==> src/rtl/cmc_defines.vh <==
// Purpose: Shared constants for the CAN mode control block
// Assumes: APB with 32-bit data, one aligned word per register
// Notes:   Included by the bit counter and mode control design files of the block
`ifndef CMC_DEFINES_VH
`define CMC_DEFINES_VH

// Register byte addresses
`define CMC_ADDR_CTL0      8'h00
`define CMC_ADDR_CTL1      8'h04
`define CMC_ADDR_TIMING_A  8'h08
`define CMC_ADDR_TIMING_B  8'h0c
`define CMC_ADDR_STATUS    8'h10
`define CMC_ADDR_TSTAMP    8'h14
`define CMC_ADDR_RXFLAG    8'h18
`define CMC_ADDR_TXFLAG    8'h1c
`define CMC_ADDR_CFG_MASK  8'he0

// Mode control bit positions
`define CMC_B_RECEIVED_FRAME_FLAG   7
`define CMC_B_RECEIVER_ACTIVE   6
`define CMC_B_SWAIT   5
`define CMC_B_SYNC    4
`define CMC_B_TIME    3
`define CMC_B_WAKE    2
`define CMC_B_SLEEP_REQUEST   1
`define CMC_B_INIT_REQUEST  0

// Status register bit positions
`define CMC_S_INIT_ACKNOWLEDGE  0
`define CMC_S_SLEEP_ACKNOWLEDGE   1
`define CMC_S_WAKE_INTERRUPT_FLAG   2
`define CMC_S_BUSOFF  3
`define CMC_S_CLKGATE 4

// Reset values
`define CMC_CTL0_RST  8'h00
`define CMC_BYTE_RST  8'h00

// Synchronisation counts
`define CMC_IDLE_BITS    4'hb
`define CMC_BUSOFF_SEQS  8'h80

`endif

==> src/rtl/cmc_bit_counter.v <==
// Purpose: Counts consecutive recessive bits and completed idle runs
// Assumes: bit_tick pulses once per bit time
// Notes:   Cleared by clr; done stays set from reaching the target until clr
`timescale 1ns/1ps
`default_nettype none
`include "cmc_defines.vh"
module cmc_bit_counter #(
  parameter RUN_W = 4,
  parameter SEQ_W = 8
) (
  // Clock and reset
  input  wire             pclk,
  input  wire             presetn,
  // Control
  input  wire             clr,
  input  wire             bit_tick,
  input  wire             rx_bit,
  input  wire             need_busoff,
  // Result
  output reg              done_ff
);
  reg  [RUN_W-1:0] run_ff;
  reg  [SEQ_W-1:0] seq_ff;
  wire             run_full;
  wire [SEQ_W-1:0] seq_target;

  assign run_full   = (run_ff == `CMC_IDLE_BITS - 4'h1) & rx_bit;
  assign seq_target = need_busoff ? `CMC_BUSOFF_SEQS : 8'h01;

  // Recessive runs of 11 bits, 128 of them when bus-off
  always @(posedge pclk or negedge presetn) begin
    if (!presetn) begin
      run_ff  <= 4'h0;
      seq_ff  <= 8'h00;
      done_ff <= 1'b0;
    end else if (clr) begin
      run_ff  <= 4'h0;
      seq_ff  <= 8'h00;
      done_ff <= 1'b0;
    end else if (bit_tick && !done_ff) begin
      if (!rx_bit) begin
        run_ff <= 4'h0;
      end else if (run_full) begin
        run_ff <= 4'h0;
        seq_ff <= seq_ff + 8'h01;
        if (seq_ff + 8'h01 == seq_target) begin
          done_ff <= 1'b1;
        end
      end else begin
        run_ff <= run_ff + 4'h1;
      end
    end
  end
endmodule // cmc_bit_counter
`default_nettype wire

==> src/rtl/cmc_cfg_mem.v <==
// Purpose: Small store for the filter acceptance and mask bytes
// Assumes: One byte per entry, registered read data
// Notes:   Writes are gated by the caller
`timescale 1ns/1ps
`default_nettype none
module cmc_cfg_mem #(
  parameter AW = 4,
  parameter DW = 8
) (
  // Clock
  input  wire          pclk,
  // Write port
  input  wire          wr_en,
  input  wire [AW-1:0] wr_addr,
  input  wire [DW-1:0] wr_data,
  // Read port
  input  wire [AW-1:0] rd_addr,
  output reg  [DW-1:0] rd_data_ff
);
  reg [DW-1:0] mem [0:(1<<AW)-1];

  // No reset: contents are only meaningful once software has set them
  always @(posedge pclk) begin
    if (wr_en) begin
      mem[wr_addr] <= wr_data;
    end
    rd_data_ff <= mem[rd_addr];
  end
endmodule // cmc_cfg_mem
`default_nettype wire

==> src/rtl/cmc_mode_ctrl.v <==
// Purpose: Mode control register of a CAN controller with its handshakes
// Assumes: APB slave, one clock; protocol engine events arrive as inputs
// Notes:   Two-cycle APB answer on every access; unmapped reads give zero
//
// How it works
// - Init mode holds register reset except three
// - Register writable again after init exit
// - Writes only outside init except init request; some bits fixed
// - Frame flag set by hardware, write-one clears
// - Receiver active bit mirrors receiver front end in run state only
// - Stop-in-wait gates bus interface clock
// - Synchronized bit is hardware status only
// - Timer runs at bit rate, cleared off
// - Acknowledge writes timestamp to active buffer
// - Timer enable forced low in init
// - Wake enable lets bus traffic end sleep
// - Sleep entered only when bus idle
// - Sleep request refused while wake flag set
// - Sleep ends by CPU or wake detect
// - Init request aborts traffic, drops sync
// - Init entry resets receive and transmit flag registers
// - Config registers writable only in init
// - Error counters kept across init mode
// - Resync after 11 recessive bits, 128 bus-off
// - Sleep request not clearable before sleep acknowledged
// - Init request not clearable before init acknowledged
// - Init request forces transmit pin recessive
`timescale 1ns/1ps
`default_nettype none
`include "cmc_defines.vh"
module cmc_mode_ctrl #(
  parameter RUN_W = 4,
  parameter SEQ_W = 8,
  parameter TS_W  = 16
) (
  // Clock and reset
  input  wire        pclk,
  input  wire        presetn,
  // APB slave
  input  wire        psel,
  input  wire        penable,
  input  wire        pwrite,
  input  wire [7:0]  paddr,
  input  wire [31:0] pwdata,
  output reg  [31:0] prdata_ff,
  output reg         pready_ff,
  output reg         pslverr_ff,
  // Protocol engine status
  input  wire        bit_tick,
  input  wire        rx_bit,
  input  wire        rx_busy,
  input  wire        frame_valid,
  input  wire        frame_acked,
  input  wire        tx_buffers_empty,
  input  wire        bus_off,
  input  wire        wake_detect,
  input  wire        wait_mode,
  input  wire        engine_tx_bit,
  // Protocol engine control
  output reg         bus_transmit_pin_ff,
  output reg         abort_traffic_ff,
  output reg         stamp_write_ff,
  output reg  [15:0] stamp_value_ff,
  output reg         bus_clk_gate_ff,
  output reg  [7:0]  rx_flags_ff,
  output reg  [7:0]  tx_flags_ff,
  output reg  [7:0]  mode_control_reg_b_ff,
  output reg  [7:0]  bit_timing_reg_a_ff,
  output reg  [7:0]  bit_timing_reg_b_ff
);
  localparam ST_RUN   = 2'b00;
  localparam ST_SLEEP = 2'b01;
  localparam ST_INIT  = 2'b10;
  localparam ST_SYNC  = 2'b11;

  reg  [1:0]      state_ff;
  reg  [1:0]      nxt_state;
  reg  [7:0]      ctl0_ff;
  reg  [7:0]      nxt_ctl0;
  reg             init_ack_ff;
  reg             sleep_ack_ff;
  reg             wake_flag_ff;
  reg             sync_ff;
  reg  [TS_W-1:0] timer_ff;
  reg             access_ff;
  wire            setup;
  wire            wr_acc;
  wire            in_init;
  wire            out_of_init;
  wire            resync_done;
  wire [7:0]      mem_rd;
  wire            mem_sel;
  wire            cfg_wr_ok;

  function is_addr;
    input [7:0] a;
    input [7:0] b;
    begin
      is_addr = (a == b);
    end
  endfunction

  assign setup       = psel & ~penable;
  assign wr_acc      = psel & penable & pwrite & ~pready_ff;
  assign in_init     = ctl0_ff[`CMC_B_INIT_REQUEST] & init_ack_ff;
  assign out_of_init = ~ctl0_ff[`CMC_B_INIT_REQUEST] & ~init_ack_ff;
  assign mem_sel     = (paddr[7:6] == `CMC_ADDR_CFG_MASK >> 6) & (paddr[1:0] == 2'b00);
  assign cfg_wr_ok   = in_init;

  cmc_bit_counter #(
    .RUN_W(RUN_W),
    .SEQ_W(SEQ_W)
  ) u_sync (
    .pclk       (pclk),
    .presetn    (presetn),
    .clr        (state_ff != ST_SYNC),
    .bit_tick   (bit_tick),
    .rx_bit     (rx_bit),
    .need_busoff(bus_off),
    .done_ff    (resync_done)
  );

  // Acceptance bytes at 0xc0..0xfc: eight filters then eight masks
  cmc_cfg_mem #(
    .AW(4),
    .DW(8)
  ) u_cfg (
    .pclk      (pclk),
    .wr_en     (wr_acc & mem_sel & cfg_wr_ok),
    .wr_addr   (paddr[5:2]),
    .wr_data   (pwdata[7:0]),
    .rd_addr   (paddr[5:2]),
    .rd_data_ff(mem_rd)
  );

  // Mode state machine
  always @* begin
    nxt_state = state_ff;
    case (state_ff)
      ST_RUN: begin
        if (ctl0_ff[`CMC_B_INIT_REQUEST]) begin
          nxt_state = ST_INIT;
        end else if (ctl0_ff[`CMC_B_SLEEP_REQUEST] && !rx_busy && tx_buffers_empty) begin
          nxt_state = ST_SLEEP;
        end
      end
      ST_SLEEP: begin
        if (ctl0_ff[`CMC_B_INIT_REQUEST]) begin
          nxt_state = ST_INIT;
        end else if (!ctl0_ff[`CMC_B_SLEEP_REQUEST]) begin
          nxt_state = ST_SYNC;
        end
      end
      ST_INIT: begin
        if (!ctl0_ff[`CMC_B_INIT_REQUEST]) begin
          nxt_state = ST_SYNC;
        end
      end
      default: begin
        if (ctl0_ff[`CMC_B_INIT_REQUEST]) begin
          nxt_state = ST_INIT;
        end else if (resync_done) begin
          nxt_state = ST_RUN;
        end
      end
    endcase
  end

  // Next control register value
  always @* begin
    nxt_ctl0 = ctl0_ff;
    if (wr_acc && is_addr(paddr, `CMC_ADDR_CTL0)) begin
      if (out_of_init) begin
        // Wait gate, timer, wake are plain software bits
        nxt_ctl0[`CMC_B_SWAIT] = pwdata[`CMC_B_SWAIT];
        nxt_ctl0[`CMC_B_TIME]  = pwdata[`CMC_B_TIME];
        nxt_ctl0[`CMC_B_WAKE]  = pwdata[`CMC_B_WAKE];
        if (pwdata[`CMC_B_RECEIVED_FRAME_FLAG]) begin
          nxt_ctl0[`CMC_B_RECEIVED_FRAME_FLAG] = 1'b0;
        end
        if (pwdata[`CMC_B_SLEEP_REQUEST] && !wake_flag_ff) begin
          nxt_ctl0[`CMC_B_SLEEP_REQUEST] = 1'b1;
        end else if (!pwdata[`CMC_B_SLEEP_REQUEST] && sleep_ack_ff) begin
          nxt_ctl0[`CMC_B_SLEEP_REQUEST] = 1'b0;
        end
      end
      if (pwdata[`CMC_B_INIT_REQUEST]) begin
        nxt_ctl0[`CMC_B_INIT_REQUEST] = 1'b1;
      end else if (in_init) begin
        nxt_ctl0[`CMC_B_INIT_REQUEST] = 1'b0;
      end
    end
    // Hardware sets win over a simultaneous clear
    if (frame_valid) begin
      nxt_ctl0[`CMC_B_RECEIVED_FRAME_FLAG] = 1'b1;
    end
    if (state_ff == ST_SLEEP && ctl0_ff[`CMC_B_WAKE] && wake_detect) begin
      nxt_ctl0[`CMC_B_SLEEP_REQUEST] = 1'b0;
    end
    nxt_ctl0[`CMC_B_RECEIVER_ACTIVE] = rx_busy & (state_ff == ST_RUN);
    nxt_ctl0[`CMC_B_SYNC]  = sync_ff;
    if (in_init) begin
      // Hold reset state except wake, sleep and init request
      nxt_ctl0 = (`CMC_CTL0_RST & ~8'h07) | (nxt_ctl0 & 8'h07);
    end
  end

  // Control and handshake state
  always @(posedge pclk or negedge presetn) begin
    if (!presetn) begin
      state_ff     <= ST_SYNC;
      ctl0_ff      <= `CMC_CTL0_RST;
      init_ack_ff  <= 1'b0;
      sleep_ack_ff <= 1'b0;
      wake_flag_ff <= 1'b0;
      sync_ff      <= 1'b0;
    end else begin
      state_ff     <= nxt_state;
      ctl0_ff      <= nxt_ctl0;
      init_ack_ff  <= (nxt_state == ST_INIT);
      sleep_ack_ff <= (nxt_state == ST_SLEEP) & nxt_ctl0[`CMC_B_SLEEP_REQUEST];
      sync_ff      <= (nxt_state == ST_RUN);
      if (state_ff == ST_SLEEP && ctl0_ff[`CMC_B_WAKE] && wake_detect) begin
        wake_flag_ff <= 1'b1;
      end else if (wr_acc && is_addr(paddr, `CMC_ADDR_RXFLAG) && out_of_init &&
                   pwdata[`CMC_S_WAKE_INTERRUPT_FLAG]) begin
        wake_flag_ff <= 1'b0;
      end
    end
  end

  // Timestamp timer and capture
  always @(posedge pclk or negedge presetn) begin
    if (!presetn) begin
      timer_ff       <= {TS_W{1'b0}};
      stamp_write_ff <= 1'b0;
      stamp_value_ff <= 16'h0000;
    end else begin
      stamp_write_ff <= ctl0_ff[`CMC_B_TIME] & frame_acked;
      if (ctl0_ff[`CMC_B_TIME] && frame_acked) begin
        stamp_value_ff <= timer_ff[15:0];
      end
      if (!ctl0_ff[`CMC_B_TIME]) begin
        timer_ff <= {TS_W{1'b0}};
      end else if (bit_tick) begin
        timer_ff <= timer_ff + {{(TS_W-1){1'b0}}, 1'b1};
      end
    end
  end

  // Engine-facing outputs
  always @(posedge pclk or negedge presetn) begin
    if (!presetn) begin
      bus_transmit_pin_ff <= 1'b1;
      abort_traffic_ff    <= 1'b0;
      bus_clk_gate_ff     <= 1'b0;
    end else begin
      // Recessive at once, before the handshake completes
      bus_transmit_pin_ff <= engine_tx_bit | nxt_ctl0[`CMC_B_INIT_REQUEST] |
                             (wait_mode & ctl0_ff[`CMC_B_SWAIT]);
      abort_traffic_ff    <= nxt_ctl0[`CMC_B_INIT_REQUEST];
      bus_clk_gate_ff     <= wait_mode & ctl0_ff[`CMC_B_SWAIT];
    end
  end

  // Side registers; error counters live in the engine and are untouched
  always @(posedge pclk or negedge presetn) begin
    if (!presetn) begin
      rx_flags_ff           <= `CMC_BYTE_RST;
      tx_flags_ff           <= `CMC_BYTE_RST;
      mode_control_reg_b_ff <= `CMC_BYTE_RST;
      bit_timing_reg_a_ff   <= `CMC_BYTE_RST;
      bit_timing_reg_b_ff   <= `CMC_BYTE_RST;
    end else begin
      if (in_init) begin
        rx_flags_ff <= `CMC_BYTE_RST;
        tx_flags_ff <= `CMC_BYTE_RST;
      end else if (wr_acc && out_of_init) begin
        if (is_addr(paddr, `CMC_ADDR_RXFLAG)) begin
          rx_flags_ff <= pwdata[7:0];
        end else if (is_addr(paddr, `CMC_ADDR_TXFLAG)) begin
          tx_flags_ff <= pwdata[7:0];
        end
      end
      if (wr_acc && cfg_wr_ok) begin
        if (is_addr(paddr, `CMC_ADDR_CTL1)) begin
          mode_control_reg_b_ff <= pwdata[7:0];
        end else if (is_addr(paddr, `CMC_ADDR_TIMING_A)) begin
          bit_timing_reg_a_ff <= pwdata[7:0];
        end else if (is_addr(paddr, `CMC_ADDR_TIMING_B)) begin
          bit_timing_reg_b_ff <= pwdata[7:0];
        end
      end
    end
  end

  // APB: ready one cycle into the access phase so memory data is valid
  always @(posedge pclk or negedge presetn) begin
    if (!presetn) begin
      access_ff  <= 1'b0;
      pready_ff  <= 1'b0;
      pslverr_ff <= 1'b0;
      prdata_ff  <= 32'h0000_0000;
    end else begin
      access_ff  <= setup;
      pready_ff  <= psel & penable & ~pready_ff;
      pslverr_ff <= 1'b0;
      if (psel && penable && !pready_ff && !pwrite) begin
        if (is_addr(paddr, `CMC_ADDR_CTL0)) begin
          prdata_ff <= {24'h000000, ctl0_ff};
        end else if (is_addr(paddr, `CMC_ADDR_CTL1)) begin
          prdata_ff <= {24'h000000, mode_control_reg_b_ff};
        end else if (is_addr(paddr, `CMC_ADDR_TIMING_A)) begin
          prdata_ff <= {24'h000000, bit_timing_reg_a_ff};
        end else if (is_addr(paddr, `CMC_ADDR_TIMING_B)) begin
          prdata_ff <= {24'h000000, bit_timing_reg_b_ff};
        end else if (is_addr(paddr, `CMC_ADDR_STATUS)) begin
          prdata_ff <= {27'h0000000, bus_clk_gate_ff, bus_off, wake_flag_ff,
                        sleep_ack_ff, init_ack_ff};
        end else if (is_addr(paddr, `CMC_ADDR_TSTAMP)) begin
          prdata_ff <= {16'h0000, timer_ff[15:0]};
        end else if (is_addr(paddr, `CMC_ADDR_RXFLAG)) begin
          prdata_ff <= {24'h000000, rx_flags_ff};
        end else if (is_addr(paddr, `CMC_ADDR_TXFLAG)) begin
          prdata_ff <= {24'h000000, tx_flags_ff};
        end else if (mem_sel && access_ff) begin
          prdata_ff <= {24'h000000, mem_rd};
        end else begin
          prdata_ff <= 32'h0000_0000;
        end
      end
    end
  end
endmodule // cmc_mode_ctrl
`default_nettype wire

==> config.mk <==
export PLATFORM = sky130hd
export DESIGN_NAME = cmc_mode_ctrl
export DESIGN_NICKNAME = d
export VERILOG_FILES = /design/src/rtl/cmc_bit_counter.v /design/src/rtl/cmc_cfg_mem.v /design/src/rtl/cmc_mode_ctrl.v
export VERILOG_INCLUDE_DIRS = /design/src /design/src/rtl
export SDC_FILE = /design/constraint.sdc
export NUM_CORES = 1
export LEC_CHECK = 0
export ABC_CLOCK_PERIOD_IN_PS = 2500
export BUFFER_PORTS_ARGS = -buffer_cell sky130_fd_sc_hd__buf_2
export CAP_MARGIN = 20
export CORE_UTILIZATION = 58
export CTS_CLUSTER_DIAMETER = 30
export CTS_CLUSTER_SIZE = 12
export DETAILED_ROUTE_END_ITERATION = 10
export GPL_TIMING_DRIVEN = 0
export PLACE_DENSITY_LB_ADDON = 0.2
export RECOVER_POWER = 100
export SETUP_SLACK_MARGIN = 0.5
export SYNTH_ARGS = -nofsm -noshare
export SYNTH_HDL_FRONTEND = slang
export SYNTH_SLANG_ARGS = --single-unit
==> constraint.sdc <==
create_clock -name pclk -period 2.5 [get_ports pclk]
set_input_delay 0.125 -clock pclk [delete_from_list [all_inputs] [get_ports pclk]]
set_output_delay 0.125 -clock pclk [all_outputs]
set_load 0.01 [all_outputs]
==> metrics, run 1 <==
drt total wl=28.82 mm; Routed Antenna Nets=0; Hold WC Path Type=in -> reg; Hold Worst Slack=0.04068 ns; Setup violations, final=0; total number of vias=7789; die width=140.7 µm; vias in the first global route=7570; die height=140.7 µm; Initial Util=0.5949; minimum clock period=2.211 ns; Post-synth EDFFs=128; WP data required=2.66 ns; # fillers=1178; Most used DFF post-synth=edfxtp_1; cell leakage power=0.005540 µW; Setup crit end kind=flip-flop; synth-to-layout area growth=24.87%; Num Clock Sinks=256; Root Buffer=clkbuf_16; Post-Syn Instances=804; GRT Total Usage=0.2974; clock skew=0.01526 ns; measured slew at the worst slew-check pin=1.257 ns; Final nets=1057; antenna fix cells=0; status=finished clean; die footprint=0.01981 mm²; startpoint types=flip-flop; first-pass GRT wire length=43.75 mm; Core Util, Final=0.7428; Max-Cap Viols=0; ys async rst share=0.4688; via/cell ratio=6.152; CTS H-tree depth=2; pins over their slew limit=0; area occupied by multi-input gates=0.003951 mm²; CTS tree=built; DR WL/cell=22.76 µm; Synth Cell Area=0.01116 mm²; 1st-iter DRT viols=904; DRC Markers=0; Yosys reg bits=256; clock latency on the worst-skew pair=0.54 ns; unrepaired setup endpoints after global routing=true; Setup CP Type=reg -> reg; layout cells sized above 1=0.2384; clk slew on worst S/H paths=0.05 ns; Sequential Area=0.007010 mm²; DP Wirelength=18.42 mm; period utilisation layout=0.8843; Cell Pwr Density=837.0 mW/mm²; initial antenna violation count=0; largest net degree at the start of global routing=100; count of cell types in the netlist=68; row count=50; Longest Clk Path Bufs=3; CTS Buf Count=47; Layout Cells excl Fill=1266; Relative slew margins=0.1623; CORE AREA=0.01877 mm²; f_max=452.3 MHz; DRT Pass-1 Iters=5; CP arrival=2.37 ns; endpoints failing hold=0; TNS Setup=0 ns; gpl congestion=0.9176; Crit Path Max Fanout=10; placed cell count=1160; GRT overflow=0; Synth warnings=0; Avg Inst Size Synth=13.89 µm²; port bufs=104; Seq/Total Area, Yosys=0.6279; Top-Level Pins=149; Max VDD drop=0.7757 mV
==> flip-flops by register name, summed over array words and instances (netlist names), 4 cells and up <==
register and flops:
prdata_ff 16, u_cfg.mem 128, timer_ff 16, ctl0_ff 8, u_cfg.rd_data_ff 8, rx_flags_ff 8
mode_control_reg_b_ff 8, u_sync.seq_ff 8, stamp_value_ff 16, bit_timing_reg_a_ff 8, u_sync.run_ff 4, bit_timing_reg_b_ff 8
tx_flags_ff 8
==> through the flow <==
stage / area, µm² / setup WS, ns / power (µW)
2_1_floorplan: 11240 / 0.4622 / 4833
3_3_place_gp: 12060 / -0.4821 / 5037
3_5_place_dp: 12100 / -0.4971 / 5052
4_1_cts: 14150 / 0.5035 / 11700
5_1_grt: 13940 / 0.2304 / 11950
6_report: 13940 / 0.2893 / 11670
==> critical path: stages (launching register included) <==
cell and delay [ns]:
dfrtp_1 0.57, ha_1 0.32, and3_4 0.26, nand2_2 0.14, nor2_1 0.55
==> per-layer routing <==
layer  part of all wire  vias to the layer above  global-route usage
met5                  0                        -                   0
met4              0.036                        0              0.1327
met3              0.096                       80             0.07337
met2               0.45                      462              0.4370
met1               0.42                     3865              0.4247
li1                   -                     3382                   -
==> report_power, final <==
part,total (µW),switching [µW],internal [µW]
clock network,6660,2080,4580
registers,4520,32.1,4480
logic,489,310,180
total,11700,2430,9240
==> layout make-up <==
| class | instances | area share |
|---|---|---|
| sequential | 256 | 0.5029 |
| multi-input combinational | 494 | 0.2834 |
| clock buffer | 62 | 0.09639 |
| timing repair buffer | 126 | 0.04694 |
| clock inverter | 24 | 0.02486 |
| buffer | 57 | 0.02100 |
| tap | 234 | 0.02100 |
| inverter | 13 | 0.003500 |
==> path summary, 6_finish.rpt <==
| kind | start | end | slack, ns | cells past startpoint |
|---|---|---|---|---|
| max | ctl0_ff[0]$_DFF_PN0_ | u_cfg.mem[15][3]$_DFFE_PP_ | 0.29 | 4 |
| min | pwrite | prdata_ff[5]$_DFFE_PN0P_ | 0.04 | 4 |
| max reg2reg | ctl0_ff[0]$_DFF_PN0_ | u_cfg.mem[15][3]$_DFFE_PP_ | 0.29 | 4 |
| min reg2reg | sync_ff$_DFF_PN0_ | ctl0_ff[4]$_DFF_PN0_ | 0.47 | 1 |
| max in group asynchronous | presetn | bit_timing_reg_a_ff[1]$_DFFE_PN0P_ | 0.59 | 3 |
| min in group asynchronous | presetn | tx_flags_ff[5]$_DFFE_PN0P_ | 0.38 | 2 |
==> cell usage after synthesis, types with 4 or more instances <==
master    number  area share
a211oi_1       8      0.0054
a21o_1         8      0.0054
a21oi_1       23       0.010
a22o_1        13       0.010
a22oi_1        4      0.0027
a31oi_1        4      0.0022
and2_1        17      0.0095
and3_1         6      0.0034
buf_1          4      0.0013
buf_2         11      0.0049
buf_4         17       0.011
clkbuf_1      24      0.0081
dfrtp_1      117        0.26
dfxtp_1        8       0.014
edfxtp_1     128        0.34
ha_1           7      0.0078
inv_1         13      0.0044
mux2_2        39       0.039
mux2i_1       12       0.011
mux4_2        40       0.081
nand2_1       76       0.026
nand2b_1      13      0.0073
nand3_1       16      0.0072
nand4_1        8      0.0045
nor2_1        43       0.014
nor2b_1        8      0.0045
nor3_1        12      0.0054
nor3b_1        5      0.0034
o21ai_0       26       0.012
o22a_1         4      0.0031
o31ai_1        9      0.0061
or3_1          6      0.0034
xnor2_1       11      0.0086
xor2_1        10      0.0078
==> cells in the final DEF, fill, tap and decap left out, types with 13 or more instances in the layout <==
master       n
dfrtp_1    117
nor2_1      33
clkbuf_1   120
clkbuf_16   48
edfxtp_1   128
conb_1      17
mux4_2      40
a21oi_1     23
nand2_1     74
buf_4       20
nand3_1     17
a22o_1      13
inv_1       13
mux2_2      39
o21ai_0     26
buf_2       26
==> cells by family (layout without fill, tap and decap cells) <==
kind of cell,Yosys count,in the layout,share of synthesized area
fa+ha+maj,7,7,0.007845
simple gates,236,236,0.1110
other cells,1,17,0.0003359
mux,91,91,0.1308
flops,256,256,0.6279
xor+xnor,21,21,0.01647
compound gates,122,122,0.07509
buf+inv,70,282,0.03059
==> what timing repair did <==
action	CTS	global route
endpoints found under the hold margin	125	0
setup buffers	9	0
resized for setup	37	14
endpoints found under the setup margin	162	96
pin swaps	5	1
hold buffers	11	0
Note: power is estimated with default switching activity, not from simulation.
==> run 2: changes to the inputs <==
ABC_CLOCK_PERIOD_IN_PS = 2400   (was 2500)
CELL_PAD_IN_SITES_DETAIL_PLACEMENT = 1   (was not set)
CELL_PAD_IN_SITES_GLOBAL_PLACEMENT = 1   (was not set)
CORE_MARGIN = 1   (was not set)
CORE_UTILIZATION = 47   (was 58)
clock period = 2.4 ns   (was 2.5 ns; I/O delays follow)
==> metrics, run 2 (synthesized netlist as in run 1, its figures left out) <==
most common cell after layout, fill and taps aside=edfxtp_1; capturing point of the worst reg2reg path=mode_control_reg_b_ff[2]$_DFFE_PN0P_; WP data required=2.84 ns; clk slew on worst S/H paths=0.05 ns; port bufs=104; DRC Markers=0; Cell Chain, Critical Path=clkbuf_1, clkbuf_4, buf_2, clkbuf_1, nor2_1, a211oi_1, a21oi_1, o22a_1; Longest Clk Path Bufs=3; Most flops, register=u_cfg.mem; Setup violations, final=0; initial antenna violation count=0; GRT Total Usage=0.2963; total number of vias=8040; CTS tree=built; Routed Antenna Nets=0; clock latency on the worst-skew pair=0.57 ns; Final Instance Area=0.01456 mm²; CP arrival=2.56 ns; status=finished with violations; Initial Util=0.4771; most frequent cells in the layout=edfxtp_1, clkbuf_1, dfrtp_1; max reg flops=128; GRT overflow=0; Final nets=1082; Core Util, Final=0.6220; antenna fix cells=0; area occupied by multi-input gates=0.004083 mm²; TNS Setup=0 ns; period utilisation layout=0.8825; first-pass GRT wire length=52.65 mm; Top-Level Pins=149; CORE AREA=0.02340 mm²; pins over their slew limit=23; DR WL/cell=25.59 µm; Setup crit end kind=flip-flop; Sequential Area=0.007012 mm²; Max VDD drop=0.6315 mV; dpl cell area=0.01225 mm²; startpoint types=input pin; Num Clock Sinks=256; slowest stage delay, CP=0.57 ns; die height=156.1 µm; cell leakage power=0.005768 µW; Relative slew margins=-0.007571; violated checks=capacitance limit, slew limit; 1st-iter DRT viols=596; Hold Crit Start=wake_detect; # fillers=2359; endpoints failing hold=0; WHS Path Cells=3; row count=56; RR Startpoint=pready_ff$_DFF_PN0_; synth-to-layout area growth=30.38%; die width=156.1 µm; CTS H-tree depth=2; largest net degree at the start of global routing=98; minimum clock period=2.118 ns; Cell Pwr Density=891.8 mW/mm²; Max-Cap Viols=1; measured slew at the worst slew-check pin=1.511 ns; Worst path slowest cell=clkbuf_1; delay-heaviest family, CP=buffers and inverters; WP buf/inv=4; Reg2Reg Depth=6; layout cells sized above 1=0.2684; Setup CP Type=in -> reg; DP Wirelength=21.20 mm; Root Buffer=clkbuf_16; DRT Pass-1 Iters=6; unrepaired setup endpoints after global routing=true; via/cell ratio=5.822; CTS Buf Count=51; vias in the first global route=8353; worst reg-to-reg setup slack=0.31 ns; f_max=472.1 MHz; drt total wl=35.34 mm; Crit Path Max Fanout=10; die footprint=0.02438 mm²; clock skew=0.04350 ns; cell mode on critical path=clkbuf_1; Hold WC Path Type=in -> reg; WHS Endpoint=wake_flag_ff$_DFFE_PN0P_; gpl congestion=0.8288
[run 2: area by class of cell]
class | count | area share
flip-flops and latches | 256 | 0.4817
multi-input cells | 494 | 0.2805
clock buffers | 57 | 0.09197
repair buffers | 147 | 0.05596
clock inverters | 38 | 0.03756
well taps | 319 | 0.02742
plain buffers | 57 | 0.02157
inverters | 13 | 0.003352
[run 2: worst max path at each step]
| stage | from | cells after the start | endpoint | slack [ns] |
|---|---|---|---|---|
| 2_1_floorplan | paddr[2] | 6 | u_cfg.mem[5][0]$_DFFE_PP_ | 0.37 |
| 3_3_place_gp | paddr[2] | 6 | u_cfg.mem[13][1]$_DFFE_PP_ | -0.72 |
| 3_5_place_dp | paddr[2] | 6 | u_cfg.mem[9][6]$_DFFE_PP_ | -0.77 |
| 4_1_cts | paddr[5] | 7 | prdata_ff[3]$_DFFE_PN0P_ | 0.35 |
| 5_1_grt | paddr[2] | 8 | prdata_ff[1]$_DFFE_PN0P_ | 0.22 |
| 6_report | paddr[2] | 8 | prdata_ff[1]$_DFFE_PN0P_ | 0.28 |
[run 2: layer usage]
metal	vias up	GRT usage	wire length (µm)
met4	0	0.09851	1093
met5	-	0	0
li1	3429	-	-
met3	83	0.06167	2817
met1	4147	0.4082	14930
met2	381	0.4696	16500
[run 2: what timing repair did]
action                                 4_1_cts  5_1_grt
setup endpoints to repair                  191      167
setup buffers                               22        6
pin swaps                                   10        5
endpoints found under the hold margin      130        0
hold buffers                                12        0
gates resized for setup                     59       35
[run 2: power breakdown]
part | switching (µW) | total [µW] | internal (µW)
clock | 2480 | 7710 | 5230
sequential | 36.4 | 4710 | 4670
combinational | 365 | 562 | 197
total | 2890 | 13000 | 10100
[run 2: worst register-to-register path, delay by kind of cell (launching register included)]
kind | cells | cell delay (ns)
flip-flops | 1 | 0.40
multiplexers | 1 | 0.34
buffers and inverters | 2 | 0.44
AND/OR/NAND/NOR | 3 | 0.77
[run 2: per-stage QoR]
step	setup WS [ns]	cells	hold slack [ns]	total power (µW)
after floorplan	0.3672	820	-0.1756	5036
after global placement	-0.7183	1243	0.3098	5270
after detailed placement	-0.7711	1245	-0.002675	5288
after CTS	0.3499	1374	0.01470	13010
after global routing	0.2220	1381	0.02224	13270
final	0.2820	1381	0.02877	12980
